**src/design/ddp_pkg.sv**
```systemverilog
// constants, layouts and types of the drive diagnosis parameter bank
// assumes a plain register port with one-cycle strobes and 16-bit data
// Function
// jog word takes 1..5000 as speed; 4998 jog plus, 4999 jog minus, 0 stops
// host should set the auxiliary function parameter to 5 for frequent jog writes
// forced-output register is 16 bits, range 0..0x3F, forces output contacts, resets zero
// writing zero to forced-output cancels forcing, outputs return to normal
// each of nine inputs comes from software bit if mask bit 1, else terminal
// input status read returns combined inputs, bit n is input n+1
// input status write sets nine software input bits, terminals unaffected
// read-only key status word reports the five front-panel keys
// output status word is read-only, 0..0x3F, same value for panel and link
// calibration command accepts 0..6 selecting the offset calibrations
// calibration and manual offset writes only when special function enables adjustment
// host ensures analog wiring removed and drive disabled before calibration
// speed offset trims hold 0..32767, start at factory values, manually adjustable
// offset trims keep their values through a parameter reset to defaults
// host is advised not to modify the auxiliary offset trim
// out-of-range writes are ignored and the register keeps its contents
package ddp_pkg;
    localparam int ADDR_W = 12;
    localparam int DATA_W = 16;
    localparam int NUM_IN = 9;
    localparam int NUM_OUT = 6;
    localparam int NUM_KEY = 5;

    // register addresses
    localparam logic [11:0] ADDR_JOG      = 12'h40A;
    localparam logic [11:0] ADDR_FORCE    = 12'h40C;
    localparam logic [11:0] ADDR_INSTAT   = 12'h40E;
    localparam logic [11:0] ADDR_KEYS     = 12'h410;
    localparam logic [11:0] ADDR_OUTSTAT  = 12'h412;
    localparam logic [11:0] ADDR_CAL      = 12'h414;
    localparam logic [11:0] ADDR_TRIM_PRI = 12'h416;
    localparam logic [11:0] ADDR_TRIM_AUX = 12'h418;
    localparam logic [11:0] ADDR_SRCMASK  = 12'h306;
    localparam logic [11:0] ADDR_SPECIAL  = 12'h210;
    localparam logic [11:0] ADDR_DEFAULTS = 12'h420;

    // ranges and codes
    localparam logic [15:0] JOG_MAX       = 16'h1388; // 5000
    localparam logic [15:0] JOG_POS_CODE  = 16'h1386; // 4998
    localparam logic [15:0] JOG_NEG_CODE  = 16'h1387; // 4999
    localparam logic [15:0] JOG_RESET     = 16'h0014; // 20
    localparam logic [15:0] FORCE_MAX     = 16'h003F;
    localparam logic [15:0] INSTAT_MAX    = 16'h01FF;
    localparam logic [15:0] CAL_MAX       = 16'h0006;
    localparam logic [15:0] CAL_ALL       = 16'h0005;
    localparam logic [15:0] TRIM_MAX      = 16'h7FFF;
    localparam logic [15:0] ADJ_ENABLE    = 16'h0001; // special function bit that enables adjustment
    localparam logic [15:0] DEFAULTS_KEY  = 16'h0001;

    typedef enum logic [2:0] {
        DDP_JOG_STOP = 3'b001,
        DDP_JOG_POS  = 3'b010,
        DDP_JOG_NEG  = 3'b100
    } ddp_jog_type;

    // one bus request
    typedef struct packed {
        logic [11:0] addr;
        logic [15:0] wdata;
        logic        wr;
        logic        rd;
    } ddp_req_type;

    // calibration request towards the analog front end
    typedef struct packed {
        logic       strobe;
        logic [2:0] sel;
    } ddp_cal_type;
endpackage : ddp_pkg

```
**src/design/ddp_bank.sv**
```systemverilog
// drive diagnosis parameter bank: jog, forcing, input merge, status, trims
// assumes synchronous pins, one clock at 40 MHz, host on the register port
`timescale 1ns/1ps
module ddp_bank #(
    parameter logic [15:0] TRIM_PRI_FACTORY = 16'h4000,
    parameter logic [15:0] TRIM_AUX_FACTORY = 16'h4000
) (
    // clock and reset
    input  wire logic              clk,
    input  wire logic              arst_n,
    // register port
    input  wire ddp_pkg::ddp_req_type req,
    output logic [15:0]            rdata,
    // pins
    input  wire logic [8:0]        input_terminal,
    input  wire logic [4:0]        panel_keys,
    input  wire logic [5:0]        drive_outputs,
    output logic [5:0]             output_contacts,
    output logic [8:0]             input_combined,
    // motion and calibration
    output logic [15:0]            jog_speed,
    output ddp_pkg::ddp_jog_type   jog_state,
    output ddp_pkg::ddp_cal_type   cal_req,
    output logic [15:0]            trim_primary,
    output logic [15:0]            trim_auxiliary
);
    import ddp_pkg::*;

    logic [15:0] jog_q, force_q, sdi_q, mask_q, special_q, cal_q, tpri_q, taux_q, rdata_q;
    logic [8:0]  comb_q;
    logic [5:0]  outc_q;
    ddp_jog_type jst_q;
    ddp_cal_type calr_q;
    logic        tpri_load_q;

    // address decode
    wire wr = req.wr;
    wire [15:0] wd = req.wdata;
    wire wr_jog   = wr && req.addr == ADDR_JOG && wd <= JOG_MAX;
    wire wr_force = wr && req.addr == ADDR_FORCE && wd <= FORCE_MAX;
    wire wr_sdi   = wr && req.addr == ADDR_INSTAT && wd <= INSTAT_MAX;
    wire wr_mask  = wr && req.addr == ADDR_SRCMASK && wd <= INSTAT_MAX;
    wire wr_spec  = wr && req.addr == ADDR_SPECIAL;
    wire adj_en   = (special_q & ADJ_ENABLE) != 16'h0000;
    wire wr_cal   = wr && req.addr == ADDR_CAL && wd <= CAL_MAX && adj_en;
    wire wr_tpri  = wr && req.addr == ADDR_TRIM_PRI && wd <= TRIM_MAX && adj_en;
    wire wr_taux  = wr && req.addr == ADDR_TRIM_AUX && wd <= TRIM_MAX && adj_en;
    wire wr_dflt  = wr && req.addr == ADDR_DEFAULTS && wd == DEFAULTS_KEY;

    // combined inputs: software bit where mask is set, terminal otherwise
    wire [8:0] comb_d = (mask_q[8:0] & sdi_q[8:0]) | (~mask_q[8:0] & input_terminal);

    // forcing overrides drive outputs only while the force word is nonzero
    wire [5:0] outc_d = (force_q != 16'h0000) ? force_q[5:0] : drive_outputs;

    // jog decode: the two magic codes are direction commands, not speeds
    wire         jog_dir = wd == JOG_POS_CODE || wd == JOG_NEG_CODE;
    ddp_jog_type jst_d;
    assign jst_d = !wr_jog ? jst_q :
                   (wd == 16'h0000) ? DDP_JOG_STOP :
                   (wd == JOG_POS_CODE) ? DDP_JOG_POS :
                   (wd == JOG_NEG_CODE) ? DDP_JOG_NEG : jst_q;

    // read mux: unmapped addresses read zero
    logic [15:0] rmux;
    always_comb begin
        unique case (req.addr)
            ADDR_JOG:      rmux = jog_q;
            ADDR_FORCE:    rmux = force_q;
            ADDR_INSTAT:   rmux = {7'h00, comb_q};
            ADDR_KEYS:     rmux = {11'h000, panel_keys};
            ADDR_OUTSTAT:  rmux = {10'h000, outc_q};
            ADDR_CAL:      rmux = cal_q;
            ADDR_TRIM_PRI: rmux = tpri_q;
            ADDR_TRIM_AUX: rmux = taux_q;
            ADDR_SRCMASK:  rmux = mask_q;
            ADDR_SPECIAL:  rmux = special_q;
            default:       rmux = 16'h0000;
        endcase
    end

    // control registers; the defaults write restores them but not the trims
    always_ff @(posedge clk or negedge arst_n) begin
        if (!arst_n) begin
            jog_q     <= JOG_RESET;
            force_q   <= 16'h0000;
            sdi_q     <= 16'h0000;
            mask_q    <= 16'h0000;
            special_q <= 16'h0000;
            cal_q     <= 16'h0000;
        end else if (wr_dflt) begin
            jog_q     <= JOG_RESET;
            force_q   <= 16'h0000;
            sdi_q     <= 16'h0000;
            mask_q    <= 16'h0000;
            special_q <= 16'h0000;
            cal_q     <= 16'h0000;
        end else begin
            if (wr_jog && !jog_dir && wd != 16'h0000) jog_q <= wd;
            if (wr_force) force_q <= wd;
            if (wr_sdi) sdi_q <= wd;
            if (wr_mask) mask_q <= wd;
            if (wr_spec) special_q <= wd;
            if (wr_cal) cal_q <= wd;
        end
    end

    // trims: factory values at power-up, untouched by the defaults write
    always_ff @(posedge clk or negedge arst_n) begin
        if (!arst_n) begin
            tpri_q <= 16'h0000;
            taux_q <= 16'h0000;
            tpri_load_q <= 1'b1;
        end else if (tpri_load_q) begin
            tpri_q <= TRIM_PRI_FACTORY;
            taux_q <= TRIM_AUX_FACTORY;
            tpri_load_q <= 1'b0;
        end else begin
            if (wr_tpri) tpri_q <= wd;
            if (wr_taux) taux_q <= wd;
        end
    end

    // status, outputs and calibration pulse; every output is a flop
    always_ff @(posedge clk or negedge arst_n) begin
        if (!arst_n) begin
            comb_q  <= 9'h000;
            outc_q  <= 6'h00;
            jst_q   <= DDP_JOG_STOP;
            calr_q  <= '0;
            rdata_q <= 16'h0000;
        end else begin
            comb_q  <= comb_d;
            outc_q  <= outc_d;
            jst_q   <= wr_dflt ? DDP_JOG_STOP : jst_d;
            calr_q  <= '{strobe: wr_cal && wd != 16'h0000, sel: wd[2:0]};
            rdata_q <= req.rd ? rmux : 16'h0000;
        end
    end

    assign rdata = rdata_q;
    assign output_contacts = outc_q;
    assign input_combined = comb_q;
    assign jog_speed = jog_q;
    assign jog_state = jst_q;
    assign cal_req = calr_q;
    assign trim_primary = tpri_q;
    assign trim_auxiliary = taux_q;
endmodule : ddp_bank

```
**config.mk**
```make
export PLATFORM = sky130hd
export DESIGN_NAME = ddp_bank
export DESIGN_NICKNAME = d
export VERILOG_FILES = /design/src/design/ddp_pkg.sv /design/src/design/ddp_bank.sv
export SDC_FILE = /design/constraint.sdc
export NUM_CORES = 1
export LEC_CHECK = 0
export BUFFER_PORTS_ARGS = -buffer_cell sky130_fd_sc_hd__buf_2
export CORE_ASPECT_RATIO = 0.8
export CORE_MARGIN = 2
export CORE_UTILIZATION = 42
export CTS_BUF_LIST = sky130_fd_sc_hd__clkbuf_8
export DETAILED_ROUTE_END_ITERATION = 16
export GPL_ROUTABILITY_DRIVEN = 0
export GPL_TIMING_DRIVEN = 0
export PLACE_DENSITY = 0.71
export SLEW_MARGIN = 10
export SYNTH_ARGS = -nofsm -noshare
export SYNTH_HDL_FRONTEND = slang
export SYNTH_SLANG_ARGS = --single-unit
```
**constraint.sdc**
```tcl
create_clock -name clk -period 1.6 [get_ports clk]
set_input_delay 0.32 -clock clk [delete_from_list [all_inputs] [get_ports clk]]
set_output_delay 0.32 -clock clk [all_outputs]
set_load 0.05 [all_outputs]
```
* Word-level counts from Yosys, hierarchy flattened
Index checks and enable logic that the tools add are counted.
** Word-level totals
- Memory bits (read-only) :: 0
- Memories :: 0
- Bits in latches :: 0
- Bits in registers :: 160
- Memory bits (writable) :: 0
- Input bits :: 52
** Cells by class
- Div/mod/pow operators :: 0
- Bitwise gates (word level) :: 4
- Shift-type cells :: 0
- Multipliers :: 0
- Muxes and demuxes :: 24
- Reductions and logical operators :: 39
- $add $sub $neg :: 0
- $lt $le $gt $ge :: 5
- Eq/ne operators :: 14
** Operator list (number)
- $mux W16 :: 15
- $pmux W16 S10 :: 1
- $eq A12 B11 Y1 const B :: 9
- $eq A16 B13 Y1 const B :: 2
- $reduce_bool A16 Y1 :: 2
- $eq A12 B10 Y1 const B :: 2
- $logic_and A1 B1 Y1 :: 23
- $and A9 B9 Y9 :: 2
- $mux W9 :: 2
- $reduce_bool A2 Y1 :: 9
- $eq A16 B1 Y1 const B :: 1
- $le A16 B13 Y1 const B :: 1
- $le A16 B15 Y1 const B :: 1
- $le A16 B3 Y1 const B :: 1
- $le A16 B6 Y1 const B :: 1
- $le A16 B9 Y1 const B :: 1
- $logic_not A16 Y1 :: 1
- $mux W3 :: 5
- $not A9 Y9 :: 1
- $or A9 B9 Y9 :: 1
- $mux W6 :: 1
- $reduce_bool A4 Y1 :: 1
- $reduce_and A2 Y1 :: 1
- $logic_not A1 Y1 :: 1
- $logic_or A1 B1 Y1 :: 1

* Longest topological paths before layout
- Depth after elaboration :: 7
- Gate-level depth with buffers :: 8

* Worst setup path before layout
No wires, ideal clock.
- Path kind :: input to register
- Start :: input req[26] (netlist bit)
- End :: register tpri_q[7], in the netlist trim_primary[7]
- Path buffers :: 3
- Data required time :: 1479 ps
- Data arrival time :: 2063 ps
- Stages on the path :: 7
- Setup slack :: -584 ps
- Cells stage by stage :: buf_2 or4b_1 clkbuf_1 nor4_4 a21oi_1 buf_2 a22o_1
** Between the ends
- Longest elaborated chain between the ends :: 5
** RTL lines
- start, declared :: line ddp_bank.sv:12 : input wire ddp_pkg::ddp_req_type req,
- $eq A12 B11 Y1 :: line ddp_bank.sv:46 : wire wr_tpri = wr && req.addr == ADDR_TRIM_PRI && wd <= TRIM_MAX && adj_en;
- $logic_and A1 B1 Y1 (3 in series) :: line ddp_bank.sv:46
- $reduce_bool A2 Y1 (no line)
- end signal, assigned :: line ddp_bank.sv:119 : if (wr_tpri) tpri_q <= wd;
- end, declared :: line ddp_bank.sv:29 : logic [15:0] jog_q, force_q, sdi_q, mask_q, special_q, cal_q, tpri_q, taux_q, rdata_q;
Every way passes these cells.
A chain may end at the register's enable or synchronous reset.

* Worst setup path in the final report
- Start :: input req[21] (netlist bit)
- End :: register rdata_q[6], in the netlist rdata[6]
** Between the ends
- Longest elaborated chain between the ends :: 3
- Elaborated cells between the ends (all ways) :: 12
- Those cells by class :: eq/ne (10); mux (2)
** RTL lines
- $eq A12 B10 Y1 or $eq A12 B11 Y1 (tied branches) :: line ddp_bank.sv:67 : unique case (req.addr)
- $pmux W16 S10 * :: line ddp_bank.sv:67
- $mux W16 * :: line ddp_bank.sv:137 : rdata_q <= req.rd ? rmux : 16'h0000;
- end signal, assigned :: line ddp_bank.sv:137
- end, declared :: line ddp_bank.sv:29
Mark *: on every way between the ends. The rest lies on a longest branch, timed or not.

==> results.sh <==
export IMPL_slew_viol_final=0
export IMPL_syn_inst=637
export IMPL_cts_root_buf="clkbuf_8"
export IMPL_async_flop_share=1.00
export IMPL_utilization=0.611
export IMPL_layout_setup_ws_ns=-0.228
export IMPL_rsz0062_at_grt="true"
export IMPL_path_class="input pin to flop"
export IMPL_synth_top_family_by_area="simple AND/OR/NAND/NOR gates"
export IMPL_fin_hold_ws_ns=0.0414
export IMPL_fmax_mhz=547
export IMPL_die_width_um=152
export IMPL_instances_no_fill=1097
export IMPL_critPathBufInv=4
export IMPL_clock_sinks=160
export IMPL_die_y_um=122
export IMPL_worst_setup_path_start_kind="input pin"
export IMPL_crit_path_end_kind="flop"
export IMPL_drt_iter0_drc=925
export IMPL_slew_headroom=0.448
export IMPL_synth_simple_area_share=0.187
export IMPL_yosysUniqueCellTypes=65
export IMPL_wl_per_cell_um=24.9
export IMPL_violations="setup timing"
export IMPL_via_per_inst=6.22
export IMPL_initial_core_util=0.425
export IMPL_synth_xor_area_share=0
export IMPL_gr_total_overflow=0
export IMPL_required_ns=1.99
export IMPL_outcome="finished, violations left"
export IMPL_placed_area_sq_um=8630
export IMPL_cts_made_buffers=17
export IMPL_post_route_drc_count=0
export IMPL_finalHoldViolCount=0
export IMPL_worstMarginPinSlew_ns=0.829
export IMPL_area_delta_synth_final_pct=43.8
export IMPL_synthFlopType="dfrtp_1"
export IMPL_synth_mux_area_fraction=0.0592
export IMPL_yosysTopAreaCell="dfrtp_1"
export IMPL_dp_cells=991
export IMPL_path_max_fanout=5
export IMPL_pre_cts_slack_ns=-1.29
export IMPL_fin_nets=911
export IMPL_setup_worst_path_end="rdata[6]"
export IMPL_cp_num_cells=9
export IMPL_hold_class="input pin to flop"
export IMPL_core_sq_um=17200
export IMPL_ir_worst_vdd_mv=0.553
export IMPL_tritoncts="done"
export IMPL_seq_area_sq_um=4010
export IMPL_yosys_area_top_type_share=0.534
export IMPL_synth_edf_count=0
export IMPL_syn_nets=689
export IMPL_worstReg2RegEnd="trim_auxiliary[14]"
export IMPL_ys_ff_latch=160
export IMPL_yosysWarnings=0
export IMPL_vias=6823
export IMPL_nFillCells=1354
export IMPL_dp_hpwl_um=17700
export IMPL_design_area_sq_um=10500
export IMPL_arrival_ns=2.22
export IMPL_crit_start="req[21]"
export IMPL_rr_worst_depth=4
export IMPL_grt_max_degree=104
export IMPL_clk_pin_slew_ns=0.09
export IMPL_ys_seq_area_frac=0.548
export IMPL_fin_crit_sh=1.14
export IMPL_clk_latency_ns=0.47
export IMPL_critical_path_top_delay_family="simple AND/OR/NAND/NOR gates"
export IMPL_maxCapViolCount=0
export IMPL_ant_nets=0
export IMPL_postRouteWirelength_um=27300
export IMPL_grt_use_total=0.294
export IMPL_netlist_area_sq_um=7320
export IMPL_multi_input_area_sq_um=3840
export IMPL_synth_compound_area_frac=0.171
export IMPL_fp_dieArea_sq_um=18500
export IMPL_worstPathCellList="buf_8 > buf_12 > or4b_4 > buf_6 > nor3_4 > o21ai_2 > a41o_4 > buf_16 > a31oi_4"
export IMPL_synthAdderAreaFrac=0
export IMPL_firstDrtPassIters=9
export IMPL_syn_area_per_cell_sq_um=11.5
export IMPL_min_period_ns=1.83
export IMPL_reg2reg_slack_ns=0.06
export IMPL_power_density_nw_per_um2=729
export IMPL_portBuffers=128
export IMPL_power_leakage_nw=5.00
export IMPL_critPathMaxStageDelay_ns=0.58
export IMPL_row_count=43
export IMPL_setup_viol=72
export IMPL_reg2reg_from="special_q[0]"
export IMPL_grt_pass1_vias=6423
export IMPL_drive_gt1_frac=0.478
export IMPL_grt_pass1_wl_um=39600
export IMPL_cts_htree_levels=4
export IMPL_diodes=0
export IMPL_antenna_found_initial=0
export IMPL_finalClockSkew_ns=0.0130
export IMPL_crit_slowest_cell="or4b_4"
export IMPL_clockBufferDepth=2
export IMPL_synth_area_leaders="dfrtp_1 (53%), a22o_1 (6.1%), mux2_2 (3.8%)"
export IMPL_finalSetupTns_ns=-7.63
export IMPL_finalPower_mw=7.67
export IMPL_io_pins=138
area by class of cell:
type | count | share of cell area
Buffer | 36 | 0.0406
Clock inverter | 14 | 0.0113
Inverter | 12 | 0.00464
Tap cell | 225 | 0.0268
Multi-Input combinational cell | 426 | 0.365
Timing Repair Buffer | 206 | 0.147
Clock buffer | 18 | 0.0236
Sequential cell | 160 | 0.381
worst min path at each step:
stage,from,end,depth (start not counted)
2_1_floorplan,arst_n,cal_q[0],0
3_3_place_gp,cal_q[12],cal_q[12],1
3_5_place_dp,arst_n,sdi_q[1],1
4_1_cts,req[3],cal_req[1],1
5_1_grt,req[4],cal_req[2],1
6_report,drive_outputs[3],output_contacts[3],2
worst reg2reg max path, stage by stage (launching register included):
cell and delay, ns:
dfrtp_1 0.47, and3b_1 0.27, a21oi_4 0.32, clkbuf_8 0.26, a22oi_1 0.11
report_power, final:
group	switching, mW	total, mW	leakage (nW)	internal, mW
logic	0.480	0.737	2.65	0.257
registers	0.0211	4.09	2.17	4.07
clock network	1.58	2.84	0.182	1.26
total	2.08	7.67	5.00	5.59
synth_stat cells (7+ instances only):
cell type and count:
mux2_2 25, a22oi_1 29, nor3_1 11, mux2i_1 14, a222oi_1 7, nor4_1 9
a21oi_1 14, a31oi_1 11, nand2_1 49, and2_1 36, buf_2 16, a21o_1 7
dfrtp_1 156, a22o_1 51, nand3_1 27, o21ai_0 10, inv_1 12, nor2b_1 10
clkbuf_1 19, nor2_1 25, nand4_1 8
metal layers:
layer / GRT usage / wire length, um
met1: 0.426 / 11200
met2: 0.429 / 12000
met3: 0.0798 / 3120
met4: 0.0961 / 956
met5: 0 / 0
registers in the layout (all words and copies together) (netlist names):
signal	count
input_combined	9
cal_q	16
trim_primary	16
force_q	16
rdata	16
mask_q	16
trim_auxiliary	16
output_contacts	6
special_q	16
tpri_load_q	1
jog_speed	16
sdi_q	9
jog_state	3
cal_req	4
cells in the final DEF (no fill, tap or decap), drive strengths merged, types with 3 or more instances in the layout:
master | synthesis | layout
or3 | 4 | 4
nor2 | 26 | 27
mux2 | 26 | 26
a32oi | 5 | 5
nand3 | 27 | 27
a22o | 51 | 51
nand2 | 51 | 51
a222oi | 7 | 7
and4 | 4 | 4
nor2b | 10 | 10
or4b | 3 | 3
inv | 12 | 17
dfstp | 4 | 4
buf | 22 | 226
mux2i | 14 | 14
a22oi | 29 | 29
a21oi | 14 | 14
and3 | 5 | 5
nor4 | 19 | 19
o21ai | 11 | 11
nor3 | 14 | 14
clkbuf | 19 | 32
dfrtp | 156 | 156
a21o | 7 | 7
nor4b | 4 | 4
a31oi | 12 | 12
and2 | 36 | 37
a21bo | 7 | 7
nand4 | 8 | 8
clkinvlp | 0 | 6
cell families after synthesis:
kind of cell	count (synthesis)
compound gates	160
buf+inv	53
flops	160
mux	40
other cells	1
simple gates	223
repair_timing:
action | in CTS | in global routing
hold buffers | 1 | 0
pin swaps | 31 | 24
endpoints found under the setup margin | 144 | 136
hold endpoints to repair | 54 | 0
resized for setup | 111 | 73
gates cloned | 4 | 3
buffers inserted | 53 | 22
(Power assumes the default switching activity.)
